File: src/dbw_pkg.sv
// constants and types for the narrow-bus glue logic
package dbw_pkg;
  localparam int unsigned LANE_COUNT   = 4;
  localparam int unsigned LANE_BITS    = 8;
  localparam int unsigned DATA_WIDTH   = LANE_COUNT * LANE_BITS;
  localparam int unsigned WORD_ADDR_W  = 30;
  localparam int unsigned HALF_BITS    = 16;
  localparam logic [3:0]  LANES_NONE_N = 4'hf;

  typedef enum logic [1:0] {
    DBW_W32,
    DBW_W16,
    DBW_W8
  } dbw_width_t;

  typedef enum logic [1:0] {
    DBW_IDLE,
    DBW_ISSUE,
    DBW_WAIT,
    DBW_DONE
  } dbw_state_t;
endpackage

File: src/dbw_lane_decode.sv
// lane select to narrow-bus address and lane strobe decoder
`timescale 1ns/1ps
module dbw_lane_decode (
  input  wire logic [3:0] lane_select_n,
  output logic            halfword_address_bit,
  output logic            upper_lane_sel_n,
  output logic            lower_lane_sel_n
);
  logic [3:0] act;

  always_comb begin
    act = ~lane_select_n;
    // gapped or empty patterns are don't-care; the ~act[0] literal in the upper select changes the result only for gapped ones
    halfword_address_bit = ~(act[0] | act[1]);
    lower_lane_sel_n     = ~(act[0] | (act[2] & ~act[1]));
    upper_lane_sel_n     = ~(act[1] | (act[3] & ~act[0] & ~act[1]));
  end
endmodule // dbw_lane_decode

File: src/dbw_glue.sv
// address decode, bus sizing and byte swapping glue for narrow targets
`timescale 1ns/1ps
module dbw_glue #(
  parameter logic [29:0] HALF_BASE = 30'h0400_0000,
  parameter logic [29:0] HALF_MASK = 30'h3f00_0000,
  parameter logic [29:0] BYTE_BASE = 30'h0800_0000,
  parameter logic [29:0] BYTE_MASK = 30'h3f00_0000
) (
  input  wire logic                                core_clk,
  input  wire logic                                rst_n,
  input  wire logic                                cycle_start_strobe_n,
  input  wire logic [3:0]                          lane_select_n,
  input  wire logic [dbw_pkg::WORD_ADDR_W-1:0]     word_address,
  input  wire logic                                write_en,
  input  wire logic [dbw_pkg::DATA_WIDTH-1:0]      data_lanes_in,
  output logic      [dbw_pkg::DATA_WIDTH-1:0]      data_lanes_out,
  output logic                                     data_lanes_oe,
  output logic                                     ready_n,
  output logic                                     half_width_sel_n,
  output logic                                     byte_width_sel_n,
  output logic                                     tgt_req,
  output logic                                     tgt_we,
  output logic [1:0]                               tgt_width,
  output logic [dbw_pkg::WORD_ADDR_W-1:0]          tgt_word_address,
  output logic [3:0]                               tgt_lane_select_n,
  output logic                                     tgt_halfword_address_bit,
  output logic                                     tgt_byte_address_bit,
  output logic                                     tgt_upper_lane_sel_n,
  output logic                                     tgt_lower_lane_sel_n,
  output logic [dbw_pkg::DATA_WIDTH-1:0]           tgt_wdata,
  input  wire logic [dbw_pkg::DATA_WIDTH-1:0]      tgt_rdata,
  input  wire logic                                tgt_ack
);
  localparam int unsigned DW = dbw_pkg::DATA_WIDTH;

  logic                  rst_meta_reg;
  logic                  rst_sync_reg;

  dbw_pkg::dbw_state_t   state_reg;
  dbw_pkg::dbw_state_t   state_next;
  dbw_pkg::dbw_width_t   width_reg;
  dbw_pkg::dbw_width_t   width_next;
  logic [3:0]            lane_reg;
  logic [3:0]            lane_next;
  logic [29:0]           addr_reg;
  logic [29:0]           addr_next;
  logic                  we_reg;
  logic                  we_next;
  logic                  hbit_reg;
  logic                  hbit_next;
  logic                  upper_reg;
  logic                  upper_next;
  logic                  lower_reg;
  logic                  lower_next;
  logic [DW-1:0]         wdata_reg;
  logic [DW-1:0]         wdata_next;
  logic [DW-1:0]         rdata_reg;
  logic [DW-1:0]         rdata_next;
  logic                  ready_n_reg;
  logic                  ready_n_next;
  logic                  hsel_n_reg;
  logic                  hsel_n_next;
  logic                  bsel_n_reg;
  logic                  bsel_n_next;
  logic                  oe_reg;
  logic                  oe_next;
  logic                  req_reg;
  logic                  req_next;

  logic                  dec_hbit;
  logic                  dec_upper;
  logic                  dec_lower;
  dbw_pkg::dbw_width_t   region;
  logic [4:0]            shift_bits;

  // release of the async reset goes through two flops
  always_ff @(posedge core_clk or negedge rst_n) begin
    if (!rst_n) begin
      rst_meta_reg <= 1'b0;
      rst_sync_reg <= 1'b0;
    end else begin
      rst_meta_reg <= 1'b1;
      rst_sync_reg <= rst_meta_reg;
    end
  end

  dbw_lane_decode dbw_lane_decode_i (
    .lane_select_n        (lane_select_n),
    .halfword_address_bit (dec_hbit),
    .upper_lane_sel_n     (dec_upper),
    .lower_lane_sel_n     (dec_lower)
  );

  // width of the addressed target, fresh for every cycle
  always_comb begin
    if ((word_address & BYTE_MASK) == BYTE_BASE) begin
      region = dbw_pkg::DBW_W8;
    end else if ((word_address & HALF_MASK) == HALF_BASE) begin
      region = dbw_pkg::DBW_W16;
    end else begin
      region = dbw_pkg::DBW_W32;
    end
  end

  // bit offset of the addressed narrow unit within the 32-bit lanes
  always_comb begin
    unique case (width_reg)
      dbw_pkg::DBW_W16: shift_bits = {hbit_reg, 4'h0};
      dbw_pkg::DBW_W8:  shift_bits = {hbit_reg, lower_reg, 3'h0};
      default:          shift_bits = 5'h00;
    endcase
  end

  always_comb begin
    state_next   = state_reg;
    width_next   = width_reg;
    lane_next    = lane_reg;
    addr_next    = addr_reg;
    we_next      = we_reg;
    hbit_next    = hbit_reg;
    upper_next   = upper_reg;
    lower_next   = lower_reg;
    wdata_next   = wdata_reg;
    rdata_next   = rdata_reg;
    unique case (state_reg)
      dbw_pkg::DBW_IDLE: begin
        // every extra narrow cycle starts here anew with its own strobe
        if (!cycle_start_strobe_n) begin
          state_next = dbw_pkg::DBW_ISSUE;
          width_next = region;
          lane_next  = lane_select_n;
          addr_next  = word_address;
          we_next    = write_en;
          hbit_next  = dec_hbit;
          upper_next = dec_upper;
          lower_next = dec_lower;
        end
      end
      dbw_pkg::DBW_ISSUE: begin
        // bring the addressed bytes down to the target's low lanes
        wdata_next = data_lanes_in >> shift_bits;
        state_next = dbw_pkg::DBW_WAIT;
      end
      dbw_pkg::DBW_WAIT: begin
        if (tgt_ack) begin
          // narrow data goes back up onto the lanes of the addressed byte or halfword, with zeros on the others
          unique case (width_reg)
            dbw_pkg::DBW_W16: rdata_next = {16'h0000, tgt_rdata[15:0]} << shift_bits;
            dbw_pkg::DBW_W8:  rdata_next = {24'h00_0000, tgt_rdata[7:0]} << shift_bits;
            default:          rdata_next = tgt_rdata;
          endcase
          state_next = dbw_pkg::DBW_DONE;
        end
      end
      dbw_pkg::DBW_DONE: begin
        state_next = dbw_pkg::DBW_IDLE;
      end
    endcase
  end

  // pin outputs follow the next state so they change on the same edge
  always_comb begin
    ready_n_next = (state_next != dbw_pkg::DBW_DONE);
    oe_next      = (state_next == dbw_pkg::DBW_DONE) && !we_next;
    req_next     = (state_next == dbw_pkg::DBW_WAIT);
    // selects stand from the second clock through ready, sampled with it
    if (state_next == dbw_pkg::DBW_IDLE) begin
      hsel_n_next = 1'b1;
      bsel_n_next = 1'b1;
    end else begin
      hsel_n_next = (width_next != dbw_pkg::DBW_W16);
      bsel_n_next = (width_next != dbw_pkg::DBW_W8);
    end
  end

  always_ff @(posedge core_clk or negedge rst_sync_reg) begin
    if (!rst_sync_reg) begin
      state_reg   <= dbw_pkg::DBW_IDLE;
      width_reg   <= dbw_pkg::DBW_W32;
      lane_reg    <= dbw_pkg::LANES_NONE_N;
      addr_reg    <= 30'h0000_0000;
      we_reg      <= 1'b0;
      hbit_reg    <= 1'b0;
      upper_reg   <= 1'b1;
      lower_reg   <= 1'b1;
      wdata_reg   <= 32'h0000_0000;
      rdata_reg   <= 32'h0000_0000;
      ready_n_reg <= 1'b1;
      hsel_n_reg  <= 1'b1;
      bsel_n_reg  <= 1'b1;
      oe_reg      <= 1'b0;
      req_reg     <= 1'b0;
    end else begin
      state_reg   <= state_next;
      width_reg   <= width_next;
      lane_reg    <= lane_next;
      addr_reg    <= addr_next;
      we_reg      <= we_next;
      hbit_reg    <= hbit_next;
      upper_reg   <= upper_next;
      lower_reg   <= lower_next;
      wdata_reg   <= wdata_next;
      rdata_reg   <= rdata_next;
      ready_n_reg <= ready_n_next;
      hsel_n_reg  <= hsel_n_next;
      bsel_n_reg  <= bsel_n_next;
      oe_reg      <= oe_next;
      req_reg     <= req_next;
    end
  end

  assign data_lanes_out           = rdata_reg;
  assign data_lanes_oe            = oe_reg;
  assign ready_n                  = ready_n_reg;
  assign half_width_sel_n         = hsel_n_reg;
  assign byte_width_sel_n         = bsel_n_reg;
  assign tgt_req                  = req_reg;
  assign tgt_we                   = we_reg;
  assign tgt_width                = width_reg;
  assign tgt_word_address         = addr_reg;
  assign tgt_lane_select_n        = lane_reg;
  assign tgt_halfword_address_bit = hbit_reg;
  assign tgt_byte_address_bit     = lower_reg;
  assign tgt_upper_lane_sel_n     = upper_reg;
  assign tgt_lower_lane_sel_n     = lower_reg;
  assign tgt_wdata                = wdata_reg;
endmodule // dbw_glue

File: config.mk
export PLATFORM = sky130hd
export DESIGN_NAME = dbw_glue
export DESIGN_NICKNAME = d
export VERILOG_FILES = /design/src/dbw_pkg.sv /design/src/dbw_lane_decode.sv /design/src/dbw_glue.sv
export SDC_FILE = /design/constraint.sdc
export NUM_CORES = 1
export LEC_CHECK = 0
export BUFFER_PORTS_ARGS = -buffer_cell sky130_fd_sc_hd__buf_4
export CORE_ASPECT_RATIO = 0.7
export CORE_UTILIZATION = 36
export CTS_CLUSTER_SIZE = 20
export DETAILED_ROUTE_END_ITERATION = 6
export RECOVER_POWER = 100
export SKIP_LAST_GASP = 1
export SLEW_MARGIN = 15
export SYNTH_ARGS = -nofsm -noshare
export SYNTH_HDL_FRONTEND = slang
export SYNTH_SLANG_ARGS = --single-unit
File: constraint.sdc
create_clock -name core_clk -period 9.6 [get_ports core_clk]
set_input_delay 1.44 -clock core_clk [delete_from_list [all_inputs] [get_ports core_clk]]
set_output_delay 1.44 -clock core_clk [all_outputs]
set_load 0.01 [all_outputs]
==> run_results.csv, run 1 <==
group,metric,value,unit
synthesis,yosys_register_bits,113,
placement,gp_congestion,0.827,
grt,grt_antenna_before_repair,0,
worst_setup_path,nature_of_the_critical_path_endpoint,"flip-flop",
synthesis,mappedNetlistNets,628,
synthesis,async_reset_ff_frac,1.00,
run,max_cap_viol_count,6,
cells_and_area,finalInstanceArea,7010,um2
clocking,cts.hold.buffers_added,0,
outcome,outcome,"finished, violations left",
timing,drv_slew,263,
timing,clock-skew-final,0.00524,ns
timing,worst_pin_slew,3.62,ns
timing,fin_worst_hold_slack,0.352,ns
floorplanning,chipHeight,102,um
worst_setup_path,crit_path_top_delay_cell,"o21ai_0",
grt,grt-busiest-layer,"met2",
grt,grt_util_met3,0.0888,
worst_setup_path,cp_data_arrival_time,5.64,ns
synthesis,synthTopCellsByCount,"nand2_1, dfrtp_1, a21oi_1",
grt,grt_use_total,0.224,
synthesis,synthDominantCellAreaShare,0.503,
worst_setup_path,startpoint,"tgt_width[0]",
synthesis,synth_flop_cell,"dfrtp_1",
floorplanning,floorplan.rows,36,
route,initialDrtViolationCount,265,
cells_and_area,relative_area_change_from_synthesis_to_final_layout,35.7,%
timing,finalHoldViolCount,0,
clocking,numClockSinks,113,
synthesis,synthDominantAreaCellType,"dfrtp_1",
power,leakagePower,0.00318,uW
clocking,cts_post_setup_buffers_inserted,0,
route,via_count,4811,
cells_and_area,num_antenna_cells,0,
synthesis,synth_seq_area_share,0.549,
clocking,post_cts_resized,0,
clocking,cts_root_buffer,"clkbuf_16",
timing,timing.setup.tns,0,ns
hold_path,min_path_type,"flip-flop to flip-flop",
grt,grt_util_met2,0.331,
grt,grt_max_degree,68,
timing,slew-limit-headroom,-1.41,
clocking,ctsHtreeMaxLevel,4,
worst_setup_path,cp_top_family,"compound AO/OA/AOI/OAI gates",
clocking,numCtsBuffers,17,
worst_setup_path,worst_path_largest_cell_delay,2.34,ns
synthesis,ys_types,42,
cells_and_area,share_of_post_route_cells_with_drive_strength_above_1,0.200,
timing,f_max,0.186,GHz
worst_setup_path,maximum_fanout_encountered_on_the_critical_timing_path,28,
floorplanning,core-area,14000,um2
floorplanning,initial_utilization,0.370,
worst_setup_path,crit-reg2reg-launch,"tgt_width[0]",
worst_setup_path,reg2reg_setup_slack,4.23,ns
power,totalPowerFinal,2270,uW
synthesis,synth-edff-count,0,
floorplanning,floorplan.die_area,14900,um2
synthesis,synthTopCellsByArea,"dfrtp_1, nand2_1, a21oi_1",
timing,finalWorstPathRequiredPeriod,5.37,ns
synthesis,most_repeated_cell_in_the_gate_level_netlist_after_synthesis,"nand2_1",
route,detail-route-antenna-nets,0,
placement,numPortBuffers,212,
timing,rsz0062_at_grt,"false",
route,wl,16.5,mm
worst_setup_path,timing.critical_path.cells,"inv_1, ha_1, o21ai_0, o21ai_0, o221ai_1",
synthesis,yosysWarnings,0,
synthesis,synthesis.instances,519,
placement,dp_hpwl,11.5,mm
worst_setup_path,critical_path_buf_inv_count,1,
grt,grt_pass1_vias,4686,
worst_setup_path,worst-endpoint-required,9.87,ns
grt,wire_length_of_the_first_global_routing_pass,25.6,mm
clocking,clkTransAtPathRegs,0.06,ns
synthesis,synth_area,5170,um2
clocking,deepest_clock_path_buffer_count,2,
power,pwr_density_cell,324,nW/um2
worst_setup_path,timing_worst_setup_path_type,"flip-flop to flip-flop",
grt,grtUsageMet1,0.302,
clocking,worst_skew_pair.late_latency,0.41,ns
power,vdd_ir_drop_max,149,uV
route,viasPerCell,5.26,
outcome,violated_checks,"capacitance limit, slew limit",
worst_setup_path,cp.depth,5,
grt,globalRoute.totalOverflow,0,
route,first_pass_iters,5,
cells_and_area,fin_nets,820,
worst_setup_path,crit-reg2reg-capture,"tgt_wdata[5]",
timing,final.period_utilization,0.559,
worst_setup_path,start_kind,"flip-flop",
route,drcViolationCount,0,
synthesis,syn_avg_cell_area,9.96,um2
floorplanning,die_x,145,um
worst_setup_path,worstRegToRegCells,5,
floorplanning,num_io_pins,213,
placement,detailed_place.area,6840,um2
timing,finalSetupViolCount,0,
worst_setup_path,critical_path.most_common_cell,"o21ai_0",
worst_setup_path,setup.worst_path.end,"tgt_wdata[5]",
clocking,tritoncts,"done",
route,detail_route.wl_per_cell,18.0,um
-- area by class of cell --
| type | count | area, um2 |
|---|---|---|
| Inverter | 12 | 45.0 |
| Multi-Input combinational cell | 351 | 2060 |
| Timing Repair Buffer | 216 | 1210 |
| Tap cell | 190 | 238 |
| Fill cell | 1410 | 6950 |
| Clock buffer | 20 | 467 |
| Clock inverter | 12 | 155 |
| Sequential cell | 113 | 2840 |
-- per-layer routing --
metal	vias up	share of wire
li1	2228	-
met1	2351	0.46
met2	216	0.44
met3	16	0.092
met4	0	0.011
met5	-	0
-- worst min-delay path by stage --
stage,from,endpoint,slack (ns),depth (start not counted)
CTS,rst_sync_reg,tgt_req,0.36,0
finish,rst_meta_reg,rst_sync_reg,0.35,0
floorplan,rst_meta_reg,rst_sync_reg,0.33,0
global route,rst_meta_reg,rst_sync_reg,0.36,0
global placement,rst_meta_reg,rst_sync_reg,0.34,0
detailed placement,rst_meta_reg,rst_sync_reg,0.34,0
-- metrics by stage --
step | cells | worst slack [ns] | util
6_report | 914 | 4.23 | 0.502
5_1_grt | 914 | 3.62 | 0.502
4_1_cts | 914 | 6.70 | 0.534
3_5_place_dp | 882 | 6.80 | 0.490
3_3_place_gp | 882 | 6.84 | 0.490
2_1_floorplan | 519 | 6.23 | -
-- cells by family (layout without fill, tap and decap cells) --
group	Yosys count	count (layout)	share of synthesized area
flops	113	113	0.549
compound gates	138	138	0.196
simple gates	189	189	0.158
other cells	1	1	0.000725
mux	17	17	0.0332
buf+inv	55	260	0.0484
fa+ha+maj	6	6	0.0145
-- where the power goes --
group          switching [uW]  internal (uW)
combinational             475            286
clock                     229            429
sequential                150            703
-- worst reg2reg max path, cell delays in order, from the launching register on --
cell and delay (ns):
dfrtp_1 0.40, inv_1 0.06, ha_1 0.53, o21ai_0 2.34, o21ai_0 1.39, o221ai_1 0.52
-- cells in the final DEF, fill, tap and decap left out, types with 2 or more instances in the layout --
| master | netlist | routed |
|---|---|---|
| nand2_1 | 112 | 111 |
| clkbuf_1 | 24 | 109 |
| buf_4 | 3 | 107 |
| dfrtp_1 | 104 | 104 |
| a21oi_1 | 48 | 49 |
| nor2_1 | 33 | 33 |
| a211o_1 | 17 | 17 |
| clkbuf_16 | 0 | 17 |
| nand4_1 | 16 | 16 |
| mux2i_1 | 16 | 16 |
| inv_1 | 10 | 11 |
| nand3_1 | 10 | 10 |
| nand2b_1 | 9 | 9 |
| a22o_1 | 9 | 9 |
| o211ai_1 | 9 | 9 |
| o21ai_0 | 6 | 8 |
| o2111ai_1 | 8 | 8 |
| a41oi_1 | 8 | 8 |
| o221ai_1 | 8 | 8 |
| a32o_1 | 8 | 8 |
| o2bb2ai_1 | 8 | 8 |
| ha_1 | 6 | 6 |
| clkinvlp_4 | 0 | 5 |
| dfstp_1 | 0 | 5 |
| dfstp_2 | 9 | 4 |
| clkbuf_8 | 0 | 3 |
| bufinv_16 | 0 | 3 |
| nor4bb_1 | 2 | 2 |
| o21a_1 | 2 | 2 |
| nor2b_1 | 3 | 2 |
| clkinv_2 | 0 | 2 |
| inv_6 | 0 | 2 |
No activity file was read; power rests on OpenSTA's default activity.
==> inputs of run 2 (changes only) <==
==> constraint.sdc (replaced) <==
create_clock -name core_clk -period 5 [get_ports core_clk]
set_input_delay 0.75 -clock core_clk [delete_from_list [all_inputs] [get_ports core_clk]]
set_output_delay 0.75 -clock core_clk [all_outputs]
set_load 0.01 [all_outputs]
==> run_results.csv, run 2 (same netlist as run 1, synthesis figures left out) <==
group,metric,value,unit
power,pwr_density_cell,611,nW/um2
timing,fin_worst_hold_slack,0.119,ns
clocking,cts_root_buffer,"clkbuf_16",
clocking,worst_skew_pair.late_latency,0.41,ns
floorplanning,floorplan.rows,36,
route,first_pass_iters,5,
worst_setup_path,nature_of_the_critical_path_endpoint,"flip-flop",
clocking,clkTransAtPathRegs,0.06,ns
placement,dp_hpwl,11.6,mm
placement,dp.cells,882,
route,viasPerCell,5.33,
run,max_cap_viol_count,3,
worst_setup_path,start_kind,"flip-flop",
timing,timing.setup.tns,0,ns
floorplanning,initial_utilization,0.370,
worst_setup_path,timing_worst_setup_path_type,"flip-flop to flip-flop",
route,initialDrtViolationCount,237,
timing,final.setup.worst_slack,1.26,ns
grt,grt_pass1_vias,4628,
placement,worst_slack_at_placement,2.20,ns
timing,slew-limit-headroom,-0.237,
cells_and_area,most_common_cell_after_layout_fill_and_taps_aside,"nand2_1",
timing,finalWorstPathRequiredPeriod,3.74,ns
clocking,ctsHtreeMaxLevel,4,
timing,finalHoldViolCount,0,
floorplanning,die_x,145,um
worst_setup_path,timing.critical_path.cells,"inv_1, ha_1, inv_1, nand3_1, o221ai_1",
timing,rsz0062_at_grt,"false",
clocking,deepest_clock_path_buffer_count,2,
cells_and_area,share_of_post_route_cells_with_drive_strength_above_1,0.206,
timing,f_max,0.267,GHz
placement,numPortBuffers,212,
worst_setup_path,worst-endpoint-required,5.23,ns
floorplanning,chipHeight,102,um
cells_and_area,fin_nets,820,
grt,grt_use_total,0.219,
worst_setup_path,critical_path_buf_inv_count,2,
clocking,numCtsBuffers,17,
timing,worst_pin_slew,1.86,ns
outcome,outcome,"finished, violations left",
floorplanning,num_io_pins,213,
power,leakagePower,0.00318,uW
clocking,tritoncts,"done",
power,vdd_ir_drop_max,283,uV
route,drcViolationCount,0,
grt,globalRoute.totalOverflow,0,
cells_and_area,fillerInstances,1432,
timing,final.period_utilization,0.748,
timing,clock-skew-final,0.00949,ns
timing,drv_slew,174,
route,detail-route-antenna-nets,0,
hold_path,min_path_type,"input pin to async pin",
timing,finalSetupViolCount,0,
route,via_count,4872,
cells_and_area,layout.core_utilization,0.502,
cells_and_area,relative_area_change_from_synthesis_to_final_layout,35.6,%
clocking,cts.hold.buffers_added,0,
worst_setup_path,maximum_fanout_encountered_on_the_critical_timing_path,59,
grt,grt_antenna_before_repair,0,
worst_setup_path,cp_top_family,"adder cells",
worst_setup_path,cp_data_arrival_time,3.97,ns
clocking,numClockSinks,113,
worst_setup_path,worst_path_largest_cell_delay,1.50,ns
worst_setup_path,critical_path.most_common_cell,"inv_1",
clocking,cts_post_setup_buffers_inserted,0,
cells_and_area,number_of_non_filler_instances_in_the_completed_layout,914,
route,wl,16.3,mm
cells_and_area,layout_common_cells,"nand2_1, buf_4, clkbuf_1, dfrtp_1, a21oi_1",
floorplanning,core-area,14000,um2
route,detail_route.wl_per_cell,17.8,um
floorplanning,floorplan.die_area,14900,um2
cells_and_area,num_antenna_cells,0,
grt,wire_length_of_the_first_global_routing_pass,25.2,mm
clocking,post_cts_resized,0,
worst_setup_path,crit_path_top_delay_cell,"ha_1",
grt,grt_max_degree,65,
outcome,violated_checks,"capacitance limit, slew limit",
placement,gp_congestion,0.824,
[run 2: path summary, 6_finish.rpt]
check	from	to	slack (ns)	cells after the start
min in group core_clk	rst_meta_reg	rst_sync_reg	0.36	0
hold reg to reg	rst_meta_reg	rst_sync_reg	0.36	0
setup / recovery	tgt_width[0]	tgt_wdata[4]	1.26	5
setup reg to reg	tgt_width[0]	tgt_wdata[4]	1.26	5
hold / removal	rst_n	rst_meta_reg	0.12	1
max in group asynchronous	rst_sync_reg	tgt_wdata[9]	1.79	1
[run 2: where the power goes]
part | total, uW | switching (uW) | internal [uW]
Combinational | 1440 | 893 | 550
Clock | 1190 | 434 | 760
Sequential | 1650 | 296 | 1350
Total | 4280 | 1620 | 2660
[run 2: per-layer routing]
| metal | track usage | vias to the layer above | part of all wire |
|---|---|---|---|
| met1 | 0.303 | 2377 | 0.45 |
| met5 | 0 | - | 0 |
| met2 | 0.324 | 229 | 0.44 |
| met4 | 0.0769 | 0 | 0.015 |
| met3 | 0.0714 | 25 | 0.093 |
| li1 | - | 2241 | - |
[run 2: area by class of cell]
| cell class | instances | area (um2) | area share |
|---|---|---|---|
| Sequential cell | 113 | 2840 | 0.405 |
| Multi-Input combinational cell | 351 | 2080 | 0.296 |
| Clock inverter | 12 | 134 | 0.0191 |
| Clock buffer | 20 | 457 | 0.0651 |
| Timing Repair Buffer | 216 | 1220 | 0.174 |
| Inverter | 12 | 45.0 | 0.00642 |
| Tap cell | 190 | 238 | 0.0339 |
[run 2: stage by stage]
stage	area, um2	total power (uW)
after floorplan	5170	2500
after global placement	6840	3390
after detailed placement	6840	3440
after CTS	7430	4660
after global routing	7010	4580
final	7010	4280
==> inputs of run 3 (changes only) <==
--- a/config.mk
+++ b/config.mk
@@ -10,6 +10,7 @@
 export CORE_UTILIZATION = 36
 export CTS_CLUSTER_SIZE = 20
 export DETAILED_ROUTE_END_ITERATION = 6
+export PLACE_DENSITY = 0.65
 export RECOVER_POWER = 100
 export SKIP_LAST_GASP = 1
 export SLEW_MARGIN = 15
==> constraint.sdc (replaced) <==
create_clock -name core_clk -period 3.2 [get_ports core_clk]
set_input_delay 0.48 -clock core_clk [delete_from_list [all_inputs] [get_ports core_clk]]
set_output_delay 0.48 -clock core_clk [all_outputs]
set_load 0.01 [all_outputs]
==> run_results.csv, run 3 (same netlist as run 1, synthesis figures left out) <==
group,metric,value,unit
route,detail-route-antenna-nets,0,
worst_setup_path,timing.critical_path.cells,"nand2_2, clkbuf_1, mux2i_1, o221ai_1",
clocking,deepest_clock_path_buffer_count,2,
floorplanning,floorplan.die_area,14900,um2
worst_setup_path,start_kind,"flip-flop",
worst_setup_path,worst-endpoint-required,3.47,ns
worst_setup_path,crit_path_top_delay_cell,"dfstp_1",
cells_and_area,layout_common_cells,"buf_4, clkbuf_1, nand2_1, dfrtp_1, a21oi_1",
hold_path,min_path_type,"input pin to flip-flop",
placement,detailed_place.area,6900,um2
run,max_cap_viol_count,0,
clocking,post_cts_resized,0,
cells_and_area,multi_input_area,2060,um2
worst_setup_path,maximum_fanout_encountered_on_the_critical_timing_path,25,
route,viasPerCell,5.31,
outcome,outcome,"finished, final reports clean",
clocking,ctsHtreeMaxLevel,4,
power,vdd_ir_drop_max,407,uV
floorplanning,num_io_pins,213,
cells_and_area,share_of_post_route_cells_with_drive_strength_above_1,0.206,
worst_setup_path,timing_worst_setup_path_type,"flip-flop to flip-flop",
cells_and_area,relative_area_change_from_synthesis_to_final_layout,35.9,%
worst_setup_path,nature_of_the_critical_path_endpoint,"flip-flop",
timing,final.period_utilization,0.842,
timing,drv_slew,0,
timing,timing.setup.tns,0,ns
route,via_count,4895,
grt,grt_use_total,0.224,
cells_and_area,num_antenna_cells,0,
placement,numPortBuffers,212,
timing,finalSetupViolCount,0,
grt,wire_length_of_the_first_global_routing_pass,25.6,mm
clocking,clkTransAtPathRegs,0.06,ns
floorplanning,die_x,145,um
floorplanning,core-area,14000,um2
grt,grt_max_degree,78,
timing,fin_worst_hold_slack,0.250,ns
cells_and_area,finalInstanceArea,7030,um2
floorplanning,initial_utilization,0.370,
timing,rsz0062_at_grt,"false",
floorplanning,floorplan.rows,36,
cells_and_area,most_common_cell_after_layout_fill_and_taps_aside,"buf_4",
cells_and_area,fillerInstances,1403,
route,first_pass_iters,5,
route,detail_route.wl_per_cell,17.8,um
worst_setup_path,cp_data_arrival_time,2.96,ns
grt,globalRoute.totalOverflow,0,
clocking,numClockSinks,113,
timing,finalWorstPathRequiredPeriod,2.69,ns
timing,f_max,0.371,GHz
clocking,numCtsBuffers,17,
floorplanning,chipHeight,102,um
route,initialDrtViolationCount,284,
worst_setup_path,cp_top_family,"flip-flops",
power,pwr_density_cell,950,nW/um2
timing,clock-skew-final,0.00900,ns
cells_and_area,fin_nets,828,
grt,grt_pass1_vias,4878,
placement,gp_congestion,0.800,
clocking,tritoncts,"done",
placement,dp_hpwl,11.7,mm
worst_setup_path,critical_path_buf_inv_count,1,
clocking,worst_skew_pair.late_latency,0.41,ns
worst_setup_path,worst_path_largest_cell_delay,1.06,ns
timing,worst_pin_slew,1.46,ns
clocking,cts_root_buffer,"clkbuf_16",
route,wl,16.4,mm
grt,grt_antenna_before_repair,0,
power,leakagePower,0.00319,uW
timing,slew-limit-headroom,0.0236,
clocking,cts_post_setup_buffers_inserted,0,
cells_and_area,regArea,2840,um2
timing,finalHoldViolCount,0,
route,drcViolationCount,0,
run 3: changes by cell type in the layout (fill, tap and decap cells not counted), moves of 2 or more:
cell and change:
clkinv_4 -2, buf_4 +4, clkbuf_1 +5, clkinv_2 +3
run 3: worst register-to-register path: cells and delay by family (launching register included):
family,cells,cell delay [ns]
flops,1,1.06
simple gates,1,0.57
buf+inv,1,0.45
mux,1,0.33
compound gates,1,0.15
run 3: path summary, 6_finish.rpt:
check,start,end,slack (ns),depth (start not counted)
max,tgt_byte_address_bit,tgt_wdata[2],0.51,4
min,word_address[17],tgt_word_address[17],0.25,3
max reg2reg,tgt_byte_address_bit,tgt_wdata[2],0.51,4
min reg2reg,rst_meta_reg,rst_sync_reg,0.34,0
max in group asynchronous,rst_sync_reg,tgt_width[0],0.79,1
min in group asynchronous,rst_n,rst_meta_reg,0.38,2
run 3: stage by stage:
step	cells	utilization	setup slack, ns	total power, uW
after floorplan	519	-	1.32	3900
after global placement	889	0.494	0.874	5310
after detailed placement	889	0.494	0.733	5400
after CTS	922	0.535	0.706	7250
after global routing	922	0.503	0.280	7110
final	922	0.503	0.507	6680
run 3: timing repair:
| item | 4_1_cts | 5_1_grt |
|---|---|---|
| hold buffers | 1 | 0 |
| endpoints found under the hold margin | 2 | 0 |
| endpoints found under the setup margin | 0 | 0 |
run 3: power by group:
part	leakage, uW	total [uW]	internal (uW)	switching, uW
clock	0.000269	1830	1160	671
sequential	0.00134	2560	2110	457
combinational	0.00158	2290	880	1410
run 3: layer usage:
metal	vias to the layer above	GRT usage	part of all wire
li1	2256	-	-
met1	2376	0.290	0.44
met2	242	0.349	0.45
met3	21	0.0839	0.095
met4	0	0.0721	0.013
met5	-	0	0
run 3: final cells by class:
cell class / count / area share
sequential: 113 / 0.404
multi-input combinational: 351 / 0.294
timing repair buffer: 224 / 0.181
clock buffer: 21 / 0.0641
tap: 190 / 0.0338
clock inverter: 11 / 0.0164
inverter: 12 / 0.00641
